<file path="config.mk">
export PLATFORM = sky130hd
export DESIGN_NAME = lvp_ctrl
export DESIGN_NICKNAME = d
export VERILOG_FILES = /design/src/hw/lvp_pkg.sv /design/src/hw/lvp_ctrl.sv
export SDC_FILE = /design/constraint.sdc
export NUM_CORES = 1
export LEC_CHECK = 0
export ABC_AREA = 1
export BUFFER_PORTS_ARGS = -buffer_cell sky130_fd_sc_hd__buf_2
export CORE_MARGIN = 3
export CORE_UTILIZATION = 54
export CTS_BUF_LIST = sky130_fd_sc_hd__clkbuf_4
export DETAILED_ROUTE_END_ITERATION = 8
export PLACE_DENSITY_LB_ADDON = 0.15
export REMOVE_ABC_BUFFERS = 1
export SLEW_MARGIN = 20
export SYNTH_ARGS = -nofsm -noshare
export SYNTH_HDL_FRONTEND = slang
export SYNTH_SLANG_ARGS = --single-unit
</file>
<file path="constraint.sdc">
create_clock -name i_mclk -period 2.7 [get_ports i_mclk]
set_clock_uncertainty 0.05 [all_clocks]
set_input_delay 0.135 -clock i_mclk [delete_from_list [all_inputs] [get_ports i_mclk]]
set_output_delay 0.135 -clock i_mclk [all_outputs]
set_load 0.02 [all_outputs]
</file>
<file path="src/hw/lvp_pkg.sv">
// package: register map, field positions, reset values and event bits of the power management block
package lvp_pkg;
  // ***************
  // register map
  // ***************
  localparam logic [7:0] LVP_OFS_CTRL1 = 8'h00;
  localparam logic [7:0] LVP_OFS_CTRL2 = 8'h04;
  localparam logic [7:0] LVP_OFS_IRQ_STAT = 8'h08;
  localparam logic [7:0] LVP_OFS_IRQ_CLR = 8'h0C;
  localparam logic [7:0] LVP_OFS_IRQ_EN = 8'h10;
  // ***************
  // control 1 fields
  // ***************
  localparam int LVP_C1_WARN_FLAG = 7;
  localparam int LVP_C1_WARN_ACK = 6;
  localparam int LVP_C1_WARN_IRQ_EN = 5;
  localparam int LVP_C1_DET_RST_EN = 4;
  localparam int LVP_C1_DET_STOP_EN = 3;
  localparam int LVP_C1_DET_EN = 2;
  localparam int LVP_C1_REF_BUF_EN = 0;
  // ***************
  // control 2 fields
  // ***************
  localparam int LVP_C2_DET_LVL = 5;
  localparam int LVP_C2_WARN_LVL = 4;
  localparam int LVP_C2_PPD_FLAG = 3;
  localparam int LVP_C2_PPD_ACK = 2;
  localparam int LVP_C2_DEEP_STOP = 0;
  // ***************
  // reset values of stored control bits
  // ***************
  localparam logic LVP_RST_WARN_IRQ_EN = 1'b0;
  localparam logic LVP_RST_DET_RST_EN = 1'b1;
  localparam logic LVP_RST_DET_STOP_EN = 1'b1;
  localparam logic LVP_RST_DET_EN = 1'b1;
  localparam logic LVP_RST_REF_BUF_EN = 1'b0;
  localparam logic LVP_RST_DET_LVL = 1'b0;
  localparam logic LVP_RST_WARN_LVL = 1'b0;
  localparam logic LVP_RST_DEEP_STOP = 1'b0;
  // ***************
  // event bits in the sticky interrupt status
  // ***************
  localparam int LVP_EV_WARN = 0;
  localparam int LVP_EV_DETECT = 1;
  localparam int LVP_EV_PPD = 2;
  localparam int LVP_EV_W = 3;
  localparam logic [1:0] LVP_RESP_OKAY = 2'b00;
  localparam logic [1:0] LVP_RESP_SLVERR = 2'b10;
endpackage

</file>
<file path="src/hw/lvp_ctrl.sv">
// power management control: supply warning, low-voltage detect, stop mode select, axi4-lite slave
`timescale 1ns/1ps
// Function
// RULE_01: the warning flag sets when the supply falls below the warning level, including right after reset.
// RULE_02: writing one to the warning ack clears the flag only while no warning condition is present.
// RULE_03: an interrupt request is raised while the warning flag and its interrupt enable are both one.
// RULE_04: with detection and detect reset enabled, a detect event forces a full reset.
// RULE_05: with detection enabled, the detect stop enable decides whether detection stays active in stop.
// RULE_06: the detect enable turns detection on or off and gates the reset and stop enables.
// RULE_07: the reference buffer enable bit drives the reference buffer control output.
// RULE_08: the write-once bits accept only the first write after any reset.
// RULE_09: the deep stop select bit locks after its first write after power-on and only power-on unlocks it.
// RULE_10: the detect level select picks the detect trip setting and the warning range.
// RULE_11: the warning level select picks low or high warning level in the range and is freely writable.
// RULE_12: detect select and warning select form a two-bit warning level code with detect select as high bit.
// RULE_13: the partial power-down flag is read-only and sets on recovery from stop2.
// RULE_14: writing one to the partial power-down ack clears that flag.
// RULE_15: the deep stop select chooses stop3 at zero and stop2 at one.
// RULE_16: software should write both control registers once after reset to lock the write-once bits.
// RULE_17: the two ack bits act only on a written one and store nothing.
module lvp_ctrl
  import lvp_pkg::*;
(
  // clock and resets
  input wire logic i_mclk,
  input wire logic i_rst_b,
  input wire logic i_por_b,
  // axi4-lite write channels
  input wire logic i_awvalid,
  output logic o_awready,
  input wire logic [7:0] i_awaddr,
  input wire logic i_wvalid,
  output logic o_wready,
  input wire logic [31:0] i_wdata,
  input wire logic [3:0] i_wstrb,
  output logic o_bvalid,
  input wire logic i_bready,
  output logic [1:0] o_bresp,
  // axi4-lite read channels
  input wire logic i_arvalid,
  output logic o_arready,
  input wire logic [7:0] i_araddr,
  output logic o_rvalid,
  input wire logic i_rready,
  output logic [31:0] o_rdata,
  output logic [1:0] o_rresp,
  // comparator and power mode inputs
  input wire logic i_supply_warn,
  input wire logic i_supply_detect,
  input wire logic i_stop_mode,
  input wire logic i_stop2_recover,
  // control outputs
  output logic o_detect_active,
  output logic o_detect_reset,
  output logic o_reference_buffer_en,
  output logic o_deep_stop_select,
  output logic [1:0] o_warning_level_code,
  output logic o_detect_level_select,
  output logic o_supply_warning_irq,
  output logic o_irq
);
  // ***************
  // pin synchronisers
  // ***************
  logic [3:0] sync1_q;
  logic [3:0] sync2_q;
  always_ff @(posedge i_mclk or negedge i_rst_b) begin
    if (!i_rst_b) begin
      sync1_q <= 4'h0;
      sync2_q <= 4'h0;
    end else begin
      sync1_q <= {i_stop2_recover, i_stop_mode, i_supply_detect, i_supply_warn};
      sync2_q <= sync1_q;
    end
  end
  // only the second stage feeds logic; the first may still be settling
  wire warn_s = sync2_q[0];
  wire detect_s = sync2_q[1];
  wire stop_s = sync2_q[2];
  wire recover_s = sync2_q[3];

  // ***************
  // axi4-lite write path
  // ***************
  logic aw_held_q;
  logic w_held_q;
  logic [7:0] aw_addr_q;
  logic [31:0] w_data_q;
  logic [3:0] w_strb_q;
  logic bvalid_q;
  logic [1:0] bresp_q;
  assign o_awready = !aw_held_q && !bvalid_q;
  assign o_wready = !w_held_q && !bvalid_q;
  wire aw_take = i_awvalid && o_awready;
  wire w_take = i_wvalid && o_wready;
  wire have_aw = aw_held_q || aw_take;
  wire have_w = w_held_q || w_take;
  wire wr_fire = have_aw && have_w && !bvalid_q;
  wire [7:0] wr_addr = aw_held_q ? aw_addr_q : i_awaddr;
  wire [31:0] wr_data = w_held_q ? w_data_q : i_wdata;
  wire [3:0] wr_strb = w_held_q ? w_strb_q : i_wstrb;
  wire wr_lane0 = wr_fire && wr_strb[0];
  wire wr_c1 = wr_lane0 && (wr_addr == LVP_OFS_CTRL1);
  wire wr_c2 = wr_lane0 && (wr_addr == LVP_OFS_CTRL2);
  wire wr_iclr = wr_lane0 && (wr_addr == LVP_OFS_IRQ_CLR);
  wire wr_ien = wr_lane0 && (wr_addr == LVP_OFS_IRQ_EN);
  wire wr_map = (wr_addr == LVP_OFS_CTRL1) || (wr_addr == LVP_OFS_CTRL2) || (wr_addr == LVP_OFS_IRQ_STAT)
    || (wr_addr == LVP_OFS_IRQ_CLR) || (wr_addr == LVP_OFS_IRQ_EN);
  wire [7:0] wb = wr_data[7:0];

  always_ff @(posedge i_mclk or negedge i_rst_b) begin
    if (!i_rst_b) begin
      aw_held_q <= 1'b0;
      w_held_q <= 1'b0;
      aw_addr_q <= 8'h00;
      w_data_q <= 32'h0000_0000;
      w_strb_q <= 4'h0;
      bvalid_q <= 1'b0;
      bresp_q <= LVP_RESP_OKAY;
    end else begin
      if (wr_fire) begin
        aw_held_q <= 1'b0;
        w_held_q <= 1'b0;
        bvalid_q <= 1'b1;
        bresp_q <= wr_map ? LVP_RESP_OKAY : LVP_RESP_SLVERR;
      end else begin
        if (aw_take) begin
          aw_held_q <= 1'b1;
          aw_addr_q <= i_awaddr;
        end
        if (w_take) begin
          w_held_q <= 1'b1;
          w_data_q <= i_wdata;
          w_strb_q <= i_wstrb;
        end
        if (bvalid_q && i_bready) begin
          bvalid_q <= 1'b0;
        end
      end
    end
  end
  assign o_bvalid = bvalid_q;
  assign o_bresp = bresp_q;

  // ***************
  // control state
  // ***************
  logic warn_flag_q;
  logic warn_irq_en_q;
  logic det_rst_en_q;
  logic det_stop_en_q;
  logic det_en_q;
  logic ref_buf_en_q;
  logic det_lvl_q;
  logic warn_lvl_q;
  logic ppd_flag_q;
  logic deep_stop_q;
  logic c1_locked_q;
  logic c2_locked_q;
  logic deep_lock_q;
  logic warn_prev_q;
  logic recover_prev_q;

  wire warn_rise = warn_s && !warn_prev_q;
  wire recover_rise = recover_s && !recover_prev_q;
  // stop mode with the stop enable low switches detection off
  assign o_detect_active = det_en_q && (!stop_s || det_stop_en_q); // RULE_05 RULE_06
  wire detect_evt = o_detect_active && detect_s;

  always_ff @(posedge i_mclk or negedge i_rst_b) begin
    if (!i_rst_b) begin
      warn_flag_q <= 1'b0;
      warn_prev_q <= 1'b0;
      recover_prev_q <= 1'b0;
      ppd_flag_q <= 1'b0;
    end else begin
      warn_prev_q <= warn_s;
      recover_prev_q <= recover_s;
      // a level already low after reset sets the flag too; set beats ack
      if (warn_s) begin
        warn_flag_q <= 1'b1; // RULE_01 RULE_02
      end else if (wr_c1 && wb[LVP_C1_WARN_ACK]) begin
        warn_flag_q <= 1'b0; // RULE_02 RULE_17
      end
      if (recover_s) begin
        ppd_flag_q <= 1'b1; // RULE_13
      end else if (wr_c2 && wb[LVP_C2_PPD_ACK]) begin
        ppd_flag_q <= 1'b0; // RULE_14 RULE_17
      end
    end
  end

  always_ff @(posedge i_mclk or negedge i_rst_b) begin
    if (!i_rst_b) begin
      warn_irq_en_q <= LVP_RST_WARN_IRQ_EN;
      ref_buf_en_q <= LVP_RST_REF_BUF_EN;
      warn_lvl_q <= LVP_RST_WARN_LVL;
      det_rst_en_q <= LVP_RST_DET_RST_EN;
      det_stop_en_q <= LVP_RST_DET_STOP_EN;
      det_en_q <= LVP_RST_DET_EN;
      det_lvl_q <= LVP_RST_DET_LVL;
      c1_locked_q <= 1'b0;
      c2_locked_q <= 1'b0;
    end else begin
      // any lane-0 write locks, even one that repeats the reset values
      if (wr_c1) begin
        warn_irq_en_q <= wb[LVP_C1_WARN_IRQ_EN];
        ref_buf_en_q <= wb[LVP_C1_REF_BUF_EN];
        c1_locked_q <= 1'b1;
        if (!c1_locked_q) begin
          det_rst_en_q <= wb[LVP_C1_DET_RST_EN]; // RULE_08
          det_stop_en_q <= wb[LVP_C1_DET_STOP_EN]; // RULE_08
          det_en_q <= wb[LVP_C1_DET_EN]; // RULE_08
        end
      end
      if (wr_c2) begin
        warn_lvl_q <= wb[LVP_C2_WARN_LVL]; // RULE_11
        c2_locked_q <= 1'b1;
        if (!c2_locked_q) begin
          det_lvl_q <= wb[LVP_C2_DET_LVL]; // RULE_08
        end
      end
    end
  end

  // the deep stop bit lives in the power-on domain: system resets leave it and its lock alone
  always_ff @(posedge i_mclk or negedge i_por_b) begin
    if (!i_por_b) begin
      deep_stop_q <= LVP_RST_DEEP_STOP;
      deep_lock_q <= 1'b0;
    end else if (wr_c2 && !deep_lock_q) begin
      deep_stop_q <= wb[LVP_C2_DEEP_STOP]; // RULE_09 RULE_15
      deep_lock_q <= 1'b1; // RULE_09
    end
  end

  assign o_detect_reset = detect_evt && det_rst_en_q; // RULE_04
  assign o_reference_buffer_en = ref_buf_en_q; // RULE_07
  assign o_deep_stop_select = deep_stop_q; // RULE_15
  assign o_detect_level_select = det_lvl_q; // RULE_10
  assign o_warning_level_code = {det_lvl_q, warn_lvl_q}; // RULE_12
  assign o_supply_warning_irq = warn_flag_q && warn_irq_en_q; // RULE_03

  // ***************
  // sticky event status
  // ***************
  logic [LVP_EV_W-1:0] ev_stat_q;
  logic [LVP_EV_W-1:0] ev_en_q;
  wire [LVP_EV_W-1:0] ev_set = {recover_rise, detect_evt, warn_rise};
  always_ff @(posedge i_mclk or negedge i_rst_b) begin
    if (!i_rst_b) begin
      ev_stat_q <= '0;
      ev_en_q <= '0;
    end else begin
      ev_stat_q <= ev_set | (ev_stat_q & ~(wr_iclr ? wb[LVP_EV_W-1:0] : '0));
      if (wr_ien) begin
        ev_en_q <= wb[LVP_EV_W-1:0];
      end
    end
  end
  assign o_irq = |(ev_stat_q & ev_en_q);

  // ***************
  // axi4-lite read path
  // ***************
  logic rvalid_q;
  logic [31:0] rdata_q;
  logic [1:0] rresp_q;
  assign o_arready = !rvalid_q;
  wire ar_take = i_arvalid && o_arready;
  wire [7:0] c1_val = {warn_flag_q, 1'b0, warn_irq_en_q, det_rst_en_q, det_stop_en_q, det_en_q, 1'b0, ref_buf_en_q};
  wire [7:0] c2_val = {2'b00, det_lvl_q, warn_lvl_q, ppd_flag_q, 2'b00, deep_stop_q};
  wire rd_hit_c1 = (i_araddr == LVP_OFS_CTRL1);
  wire rd_hit_c2 = (i_araddr == LVP_OFS_CTRL2);
  wire rd_hit_st = (i_araddr == LVP_OFS_IRQ_STAT);
  wire rd_hit_clr = (i_araddr == LVP_OFS_IRQ_CLR);
  wire rd_hit_en = (i_araddr == LVP_OFS_IRQ_EN);
  wire [7:0] rd_byte = rd_hit_c1 ? c1_val :
    rd_hit_c2 ? c2_val :
    rd_hit_st ? {5'b00000, ev_stat_q} :
    rd_hit_en ? {5'b00000, ev_en_q} : 8'h00;
  wire rd_map = rd_hit_c1 || rd_hit_c2 || rd_hit_st || rd_hit_clr || rd_hit_en;
  always_ff @(posedge i_mclk or negedge i_rst_b) begin
    if (!i_rst_b) begin
      rvalid_q <= 1'b0;
      rdata_q <= 32'h0000_0000;
      rresp_q <= LVP_RESP_OKAY;
    end else if (ar_take) begin
      rvalid_q <= 1'b1;
      rdata_q <= {24'h00_0000, rd_byte};
      rresp_q <= rd_map ? LVP_RESP_OKAY : LVP_RESP_SLVERR;
    end else if (rvalid_q && i_rready) begin
      rvalid_q <= 1'b0;
    end
  end
  assign o_rvalid = rvalid_q;
  assign o_rdata = rdata_q;
  assign o_rresp = rresp_q;

  // ***************
  // assertions
  // ***************
  a_warn_sets_flag: assert property (@(posedge i_mclk) disable iff (!i_rst_b) // RULE_01
    warn_s |=> warn_flag_q) else $error("warning flag not set");
  a_ack_blocked: assert property (@(posedge i_mclk) disable iff (!i_rst_b) // RULE_02
    (warn_flag_q && warn_s) |=> warn_flag_q) else $error("flag cleared during warning");
  a_ack_clears: assert property (@(posedge i_mclk) disable iff (!i_rst_b) // RULE_02
    (wr_c1 && wb[LVP_C1_WARN_ACK] && !warn_s) |=> !warn_flag_q) else $error("ack failed");
  a_warn_irq: assert property (@(posedge i_mclk) disable iff (!i_rst_b) // RULE_03
    (warn_s && warn_irq_en_q && !wr_c1) |=> o_supply_warning_irq) else $error("warning irq wrong");
  a_det_reset: assert property (@(posedge i_mclk) disable iff (!i_rst_b) // RULE_04
    o_detect_reset |-> (det_en_q && det_rst_en_q && detect_s)) else $error("spurious detect reset");
  a_stop_off: assert property (@(posedge i_mclk) disable iff (!i_rst_b) // RULE_05
    (stop_s && !det_stop_en_q) |-> !o_detect_active) else $error("detect active in stop");
  a_det_gate: assert property (@(posedge i_mclk) disable iff (!i_rst_b) // RULE_06
    !det_en_q |-> (!o_detect_active && !o_detect_reset)) else $error("detect not gated");
  a_once_hold: assert property (@(posedge i_mclk) disable iff (!i_rst_b) // RULE_08
    (wr_c1 && c1_locked_q) |=> $stable(det_en_q) && $stable(det_rst_en_q)) else $error("write-once changed");
  a_deep_lock: assert property (@(posedge i_mclk) disable iff (!i_por_b) // RULE_09
    deep_lock_q |=> $stable(deep_stop_q)) else $error("deep stop changed after lock");
  a_ppd_set: assert property (@(posedge i_mclk) disable iff (!i_rst_b) // RULE_13
    recover_s |=> ppd_flag_q) else $error("ppd flag not set");
  a_ppd_ack: assert property (@(posedge i_mclk) disable iff (!i_rst_b) // RULE_14
    (wr_c2 && wb[LVP_C2_PPD_ACK] && !recover_s) |=> !ppd_flag_q) else $error("ppd ack failed");
  a_read_ans: assert property (@(posedge i_mclk) disable iff (!i_rst_b)
    ar_take |=> rvalid_q) else $error("read not answered");
  a_ref_buf: assert property (@(posedge i_mclk) disable iff (!i_rst_b) // RULE_07
    wr_c1 |=> (o_reference_buffer_en == $past(wb[LVP_C1_REF_BUF_EN]))) else $error("ref buffer not written");
  a_warn_lvl_free: assert property (@(posedge i_mclk) disable iff (!i_rst_b) // RULE_11
    wr_c2 |=> (warn_lvl_q == $past(wb[LVP_C2_WARN_LVL]))) else $error("warning level not written");
  a_lvl_once: assert property (@(posedge i_mclk) disable iff (!i_rst_b) // RULE_08
    (wr_c2 && c2_locked_q) |=> $stable(det_lvl_q)) else $error("detect level changed after lock");
  a_stop_on: assert property (@(posedge i_mclk) disable iff (!i_rst_b) // RULE_05
    (det_en_q && det_stop_en_q) |-> o_detect_active) else $error("detect off with stop enable");
  a_ppd_sticky: assert property (@(posedge i_mclk) disable iff (!i_rst_b) // RULE_13
    (ppd_flag_q && !(wr_c2 && wb[LVP_C2_PPD_ACK])) |=> ppd_flag_q) else $error("ppd flag lost");
  a_ev_sticky: assert property (@(posedge i_mclk) disable iff (!i_rst_b)
    (ev_stat_q[LVP_EV_WARN] && !wr_iclr) |=> ev_stat_q[LVP_EV_WARN]) else $error("warning status lost");
  c_warn_irq: cover property (@(posedge i_mclk) disable iff (!i_rst_b) o_supply_warning_irq);
  c_det_rst: cover property (@(posedge i_mclk) disable iff (!i_rst_b) o_detect_reset);
  c_ppd_ack: cover property (@(posedge i_mclk) disable iff (!i_rst_b) ppd_flag_q ##1 !ppd_flag_q);
  c_deep_stop: cover property (@(posedge i_mclk) disable iff (!i_por_b) o_deep_stop_select);
endmodule

</file>
==> run summary, run 1 <==
========================================================================================================
Clock tree root buffer cell ...............................................................     clkbuf_4
Signal arrival time at the worst endpoint .................................................      2.10 ns
RSZ-0062 raised after global routing ......................................................        false
Max-cap violations ........................................................................            0
Register bit total from synthesis .........................................................           58
Grt total ovfl ............................................................................            0
Initial standard-cell utilization of the core .............................................        56.7%
Switching power summed over all nets ......................................................     0.988 mW
TritonCTS clock tree ......................................................................        built
Worst-Skew Late Latency ...................................................................      0.39 ns
Clock Sink Count ..........................................................................           58
Worst Path Class, Setup ................................................................... flop to flop
Final setup violation count ...............................................................            0
Sequential share of the synthesized area ..................................................        49.6%
Filler-free cell count of the finished design .............................................          508
Mapped Area ............................................................................... 0.00293 sq mm
Placed insts ..............................................................................          467
Total CTS buffers .........................................................................            9
FMAX ......................................................................................      534 MHz
Flop-to-flop setup slack ..................................................................      0.83 ns
Final antenna-violating net count .........................................................            0
Weighted congestion reported at the end of routability-driven placement ...................        0.825
Slew Limit Headroom .......................................................................        60.5%
Synthesized instance count ................................................................          348
Number of pins with negative max-slew slack in the final report ...........................            0
Area taken by flip-flops and latches ...................................................... 0.00146 sq mm
Static Leak ...............................................................................      1.90 nW
Outcome ................................................................................... finished, final reports clean
Switching portion of total power ..........................................................        34.4%
Critical path data required time ..........................................................      2.93 ns
Horizontal die dimension ..................................................................      79.7 um
Worst setup endpoint ......................................................................   ppd_flag_q
Tcrit/Tclk final ..........................................................................        69.3%
Yosys warns ...............................................................................            0
Cell-internal power .......................................................................      1.89 mW
Average wire length per cell after detail routing .........................................      11.8 um
Overall routed net length .................................................................      5.98 mm
Post-CTS clock slew at the launch and capture registers of the worst setup and hold paths .      0.09 ns
Power share of the clock group ............................................................        30.6%
Multi-input gate area ..................................................................... 0.00116 sq mm
Start of the worst register-to-register path ..............................................    aw_held_q
Total Neg Setup Slack .....................................................................         0 ns
Number of setup buffers added after CTS ...................................................            0
CP Launch Point ...........................................................................    aw_held_q
IO Count ..................................................................................          114
Seq pwr share .............................................................................        41.6%
# hold bufs at CTS ........................................................................           25
DRC violation total after the first TritonRoute iteration .................................          150
DR vias ...................................................................................        2,430
Combinational Power Share .................................................................        27.8%
Clk buf depth .............................................................................            2
Floorplan row count .......................................................................           26
Cell count of the worst reg-to-reg path ...................................................            7
Antenna violations before repair ..........................................................            0
Fin util ..................................................................................        69.7%
Hpwl dp ...................................................................................      4.23 mm
Number of failing hold endpoints at the final stage .......................................            0
Post-layout net count .....................................................................          497
H-tree Lvls ...............................................................................            3
Power Dens Cells ..........................................................................  798 mW/mm^2
Die ar. ................................................................................... 0.00635 sq mm
Critical Path Fanout Max ..................................................................           15
Worst IR Drop VDD .........................................................................       697 uV
Post-route DRC ............................................................................            0
Average instance area after synthesis .....................................................   8.42 sq um
All-layer global routing usage ............................................................        21.2%
Via-per-instance ratio ....................................................................         4.78
Count of different cell masters after synthesis ...........................................           33
Number of global-route vias before repair .................................................        2,290
First-pass detailed-route iteration total .................................................            4
Placeable core area ....................................................................... 0.00517 sq mm
Critical path endpoint category ...........................................................         flop
Maximum number of pins on one net before global-route repair ..............................           41
Hold/Removal Path Class ................................................................... input pin to flop
Wire length of the first global-routing pass ..............................................      10.2 mm
Resized Gates After CTS ...................................................................            0
Count of buffers inserted at the top-level ports ..........................................           58
Number of antenna diodes ..................................................................            0
Layout-stage area growth over the synthesis result ........................................        22.9%
Capturing point of the worst reg2reg path .................................................   ppd_flag_q
Die height ................................................................................      79.7 um
# fillers .................................................................................          411
Critical path launch point type ...........................................................         flop
Fraction of layout instances using a drive strength above 1 ...............................        25.3%
Final critical-path required period .......................................................      1.87 ns
Worst-margin pin slew .....................................................................     0.586 ns
========================================================================================================
## power by group through the flow
stage / Sequential [mW] / Combinational (mW) / Clock (mW)
2_1_floorplan: 1.22 / 0.525 / 0
3_3_place_gp: 1.20 / 0.744 / 0
3_5_place_dp: 1.21 / 0.766 / 0
4_1_cts: 1.20 / 0.799 / 0.905
5_1_grt: 1.23 / 0.902 / 0.939
6_report: 1.20 / 0.799 / 0.879
## per-stage QoR
| step | worst slack, ns | power (mW) | cell area (sq um) | hold WS [ns] |
|---|---|---|---|---|
| 4_1_cts | 0.837 | 2.90 | 3600 | 0.0291 |
| 6_report | 0.829 | 2.87 | 3600 | 0.0616 |
| 2_1_floorplan | 0.962 | 1.74 | 2760 | -0.211 |
| 3_5_place_dp | 0.850 | 1.98 | 3150 | -0.129 |
| 5_1_grt | 0.668 | 3.07 | 3600 | 0.0550 |
| 3_3_place_gp | 0.855 | 1.95 | 3150 | -0.129 |
## synth_stat cells
master    number  area (sq um)
buf_2          2          10.0
o21ai_0       19          95.1
dfrtp_1       55          1380
nand2_1       89           334
nand2_4        2          22.5
conb_1         1          3.75
clkbuf_1       3          11.3
nand3_2        4          40.0
o21ai_2        4          35.0
clkinv_2       1          5.00
nand2_2        9          56.3
dfstp_2        3          78.8
nand4_1        5          31.3
nor2_2         4          25.0
o21ai_1        6          30.0
buf_6          1          11.3
nand3_1       17          85.1
nor3_1         1          5.00
nor2_4         4          45.0
a22o_1         1          8.76
nand3b_1       1          7.51
o211ai_1       2          15.0
mux2_2         3          33.8
o22ai_1        1          6.26
inv_1         36           135
a31oi_1        1          6.26
buf_8          1          15.0
inv_4          1          6.26
buf_4         29           218
a21oi_1       10          50.1
a21boi_0       1          7.51
or2_2          2          12.5
nor2_1        29           109
## final cells by class
class                   count  area share, %
well taps                  70           2.43
flip-flops and latches     58           40.4
repair buffers             84           15.2
inverters                  38           4.06
multi-input cells         242           32.3
clock inverters             6           3.58
clock buffers              10           2.08
## worst min-delay path by stage
| stage | from | endpoint | slack [ns] | cells after the start |
|---|---|---|---|---|
| global route | i_awvalid | w_held_q | 0.05 | 4 |
| floorplan | i_rst_b | aw_addr_q[0] | -0.21 | 0 |
| detailed placement | i_por_b | o_deep_stop_select | -0.13 | 1 |
| global placement | i_por_b | o_deep_stop_select | -0.13 | 1 |
| CTS | i_awvalid | w_held_q | 0.03 | 4 |
| finish | i_wvalid | o_bvalid | 0.06 | 3 |
## registers in the layout (all words and copies together), names as in the netlist, 3 cells and up
signal	cells
o_rdata	7
ev_en_q	3
sync1_q	4
ev_stat_q	3
aw_addr_q	8
sync2_q	4
w_data_q	7
## critical path, cell delays in order (launching register included)
cell	delay, ns
dfrtp_1	0.73
o21ai_1	0.25
nor2_2	0.18
nand2_2	0.10
nor2_2	0.19
nand3_1	0.11
nand2_1	0.09
nand2_1	0.04
## metal layers
layer / vias to the layer above / wire length, um / GRT usage, %
li1: 1211 / - / -
met5: - / 0 / 0
met2: 90 / 2850 / 33.1
met3: 16 / 410 / 4.74
met1: 1113 / 2590 / 27.8
met4: 0 / 135 / 10.1
## logic make-up (layout without fill, tap and decap cells)
family	Yosys count	after routing	synth area share, %
simple gates	167	167	26.4
compound gates	45	45	8.66
other cells	1	27	0.128
mux	3	3	1.15
flops	58	58	49.6
buf+inv	74	138	14.0
## placed cells by master (no fill, tap or decap), drive strengths merged, types with 2 or more instances in the layout
cell | synthesis | layout
mux2 | 3 | 3
clkbuf | 3 | 10
clkinv | 1 | 3
conb | 1 | 27
nand3 | 21 | 21
o211ai | 2 | 2
dlygate4sd3 | 0 | 25
bufinv | 0 | 4
a21oi | 10 | 10
nand2 | 100 | 100
nor2 | 37 | 37
dfrtp | 55 | 55
nand4 | 5 | 5
o21ai | 29 | 29
inv | 37 | 37
or2 | 2 | 2
dfstp | 3 | 3
buf | 33 | 59
Note: power is estimated with default switching activity, not from simulation.
==> run 2, diff against run 1 <==
- CORE_UTILIZATION: 54 -> 46
- clock period: 2.7 -> 1.5 ns (I/O delays scaled with it)
==> run summary, run 2 (synthesized netlist as in run 1, its figures left out) <==
========================================================================================================
Placeable core area ....................................................................... 0.00606 sq mm
Final critical-path required period .......................................................      1.62 ns
Final setup slack of the worst path .......................................................    -0.115 ns
Critical path launch point type ...........................................................         flop
Post-CTS clock slew at the launch and capture registers of the worst setup and hold paths .      0.11 ns
Cell count of the worst reg-to-reg path ...................................................           10
Clock tree root buffer cell ...............................................................     clkbuf_4
Worst-margin pin slew .....................................................................     0.525 ns
Number of antenna diodes ..................................................................            0
Horizontal die dimension ..................................................................      85.8 um
Start of the worst register-to-register path ..............................................    aw_held_q
Biggest register ..........................................................................    aw_addr_q
Worst-Skew Late Latency ...................................................................      0.39 ns
Cell count of the worst hold path .........................................................            6
Number of pins with negative max-slew slack in the final report ...........................            0
Critical Path Fanout Max ..................................................................            7
Initial standard-cell utilization of the core .............................................        48.4%
Power Dens Cells .......................................................................... 1360 mW/mm^2
DR vias ...................................................................................        2,547
Overall routed net length .................................................................      6.46 mm
First-pass detailed-route iteration total .................................................            4
TritonCTS clock tree ......................................................................        built
Total CTS buffers .........................................................................            9
Maximum number of pins on one net before global-route repair ..............................           24
Violated checks ........................................................................... setup timing
Die ar. ................................................................................... 0.00737 sq mm
Wire length of the first global-routing pass ..............................................      10.5 mm
Flop-to-flop setup slack ..................................................................     -0.12 ns
Critical path data required time ..........................................................      1.78 ns
Floorplan row count .......................................................................           28
Most common cell after layout, fill and taps aside ........................................      nand2_1
Total Neg Setup Slack .....................................................................    -0.777 ns
Grt total ovfl ............................................................................            0
Critical path endpoint category ...........................................................         flop
Cell-internal power .......................................................................      3.44 mW
Clk buf depth .............................................................................            2
Max reg flops .............................................................................            8
RSZ-0062 raised after global routing ......................................................         true
Hpwl dp ...................................................................................      4.59 mm
Seq pwr share .............................................................................        38.3%
Switching power summed over all nets ......................................................      2.05 mW
Final setup violation count ...............................................................           17
Capturing point of the worst reg2reg path ................................................. det_stop_en_q
Fraction of layout instances using a drive strength above 1 ...............................        35.7%
H-tree Lvls ...............................................................................            3
All-layer global routing usage ............................................................        18.1%
Max-cap violations ........................................................................            0
Switching portion of total power ..........................................................        37.4%
Highest-count cells in the layout ignoring fill and taps .................................. 79 x nand2_1, 57 x buf_2, 55 x dfrtp_1
Combinational Power Share .................................................................        38.9%
Post-route DRC ............................................................................            0
Signal arrival time at the worst endpoint .................................................      1.89 ns
Hold_sp ...................................................................................  i_araddr[3]
Antenna violations before repair ..........................................................            0
# fillers .................................................................................          504
Average wire length per cell after detail routing .........................................      11.9 um
Number of global-route vias before repair .................................................        2,337
Worst hold path endpoint ..................................................................   o_rdata[0]
Die height ................................................................................      85.8 um
Via-per-instance ratio ....................................................................         4.69
IO Count ..................................................................................          114
DRC violation total after the first TritonRoute iteration .................................          140
Weighted congestion reported at the end of routability-driven placement ...................        0.875
Hold/Removal Path Class ................................................................... input pin to flop
Power share of the clock group ............................................................        22.8%
Count of buffers inserted at the top-level ports ..........................................           58
FMAX ......................................................................................      619 MHz
Outcome ................................................................................... finished, violations left
Worst IR Drop VDD .........................................................................       777 uV
Slew Limit Headroom .......................................................................        65.0%
Worst Path Class, Setup ................................................................... flop to flop
Post-layout net count .....................................................................          527
Layout-stage area growth over the synthesis result ........................................        37.3%
Static Leak ...............................................................................      2.09 nW
Tcrit/Tclk final ..........................................................................         108%
Final antenna-violating net count .........................................................            0
Power, Total ..............................................................................      5.49 mW
Number of failing hold endpoints at the final stage .......................................            0
Clock Sink Count ..........................................................................           58
========================================================================================================
-- run 2: worst max path at each step --
stage          cells past startpoint                     to     startpoint
2_1_floorplan                      4         o_detect_reset  det_stop_en_q
3_3_place_gp                       9            warn_flag_q      aw_held_q
3_5_place_dp                       7  o_reference_buffer_en      aw_held_q
4_1_cts                            9  o_reference_buffer_en      aw_held_q
5_1_grt                           10               det_en_q      aw_held_q
6_report                          10          det_stop_en_q      aw_held_q
-- run 2: critical path, stage by stage, from the launching register on --
cell and delay, ns:
dfrtp_1 0.44, buf_6 0.19, buf_6 0.12, nand2_4 0.05, o21ai_4 0.10, nand2_4 0.11
nor2_4 0.19, buf_12 0.13, nand3_4 0.06, nand2_1 0.07, nand2_1 0.05
-- run 2: stage by stage --
step	area (sq um)	utilization (%)	std cells	hold WS (ns)	setup WS (ns)
2_1_floorplan	2760	-	338	-0.271	-0.178
3_3_place_gp	3320	54.8	491	-0.190	-0.0239
3_5_place_dp	3320	54.8	491	-0.188	-0.105
4_1_cts	3810	62.9	538	0.00192	-0.0636
5_1_grt	4030	66.4	543	0.0673	-0.184
6_report	4030	66.4	543	0.0262	-0.115
-- run 2: power groups by stage --
stage	Sequential, mW	Clock [mW]	Combinational (mW)
after floorplan	2.19	0	0.946
final	2.10	1.25	2.14
after global placement	2.09	0	1.66
after CTS	2.07	1.28	1.79
after detailed placement	2.10	0	1.68
after global routing	2.14	1.34	2.35
-- run 2: layout make-up --
type                            count  area (sq um)  share of cell area, %
Sequential cell                    58          1460                   36.2
Multi-Input combinational cell    243          1340                   33.4
Timing Repair Buffer              113           827                   20.5
Inverter                           38           149                   3.70
Tap cell                           75          93.8                   2.33
Clock inverter                      6          81.3                   2.02
Clock buffer                       10          75.1                   1.87
-- run 2: per-layer routing --
metal | vias up | share of wire (%) | track usage (%)
li1 | 1275 | - | -
met1 | 1168 | 44 | 24.0
met2 | 93 | 48 | 29.4
met3 | 11 | 6.2 | 3.36
met4 | 0 | 1.6 | 7.34
met5 | - | 0 | 0
-- run 2: repair_timing --
item	CTS	global route
gates resized for setup	8	44
setup buffers	5	4
hold buffers	26	0
setup endpoints to repair	20	34
hold endpoints to repair	77	0
pin swaps	2	18
cloned	0	1
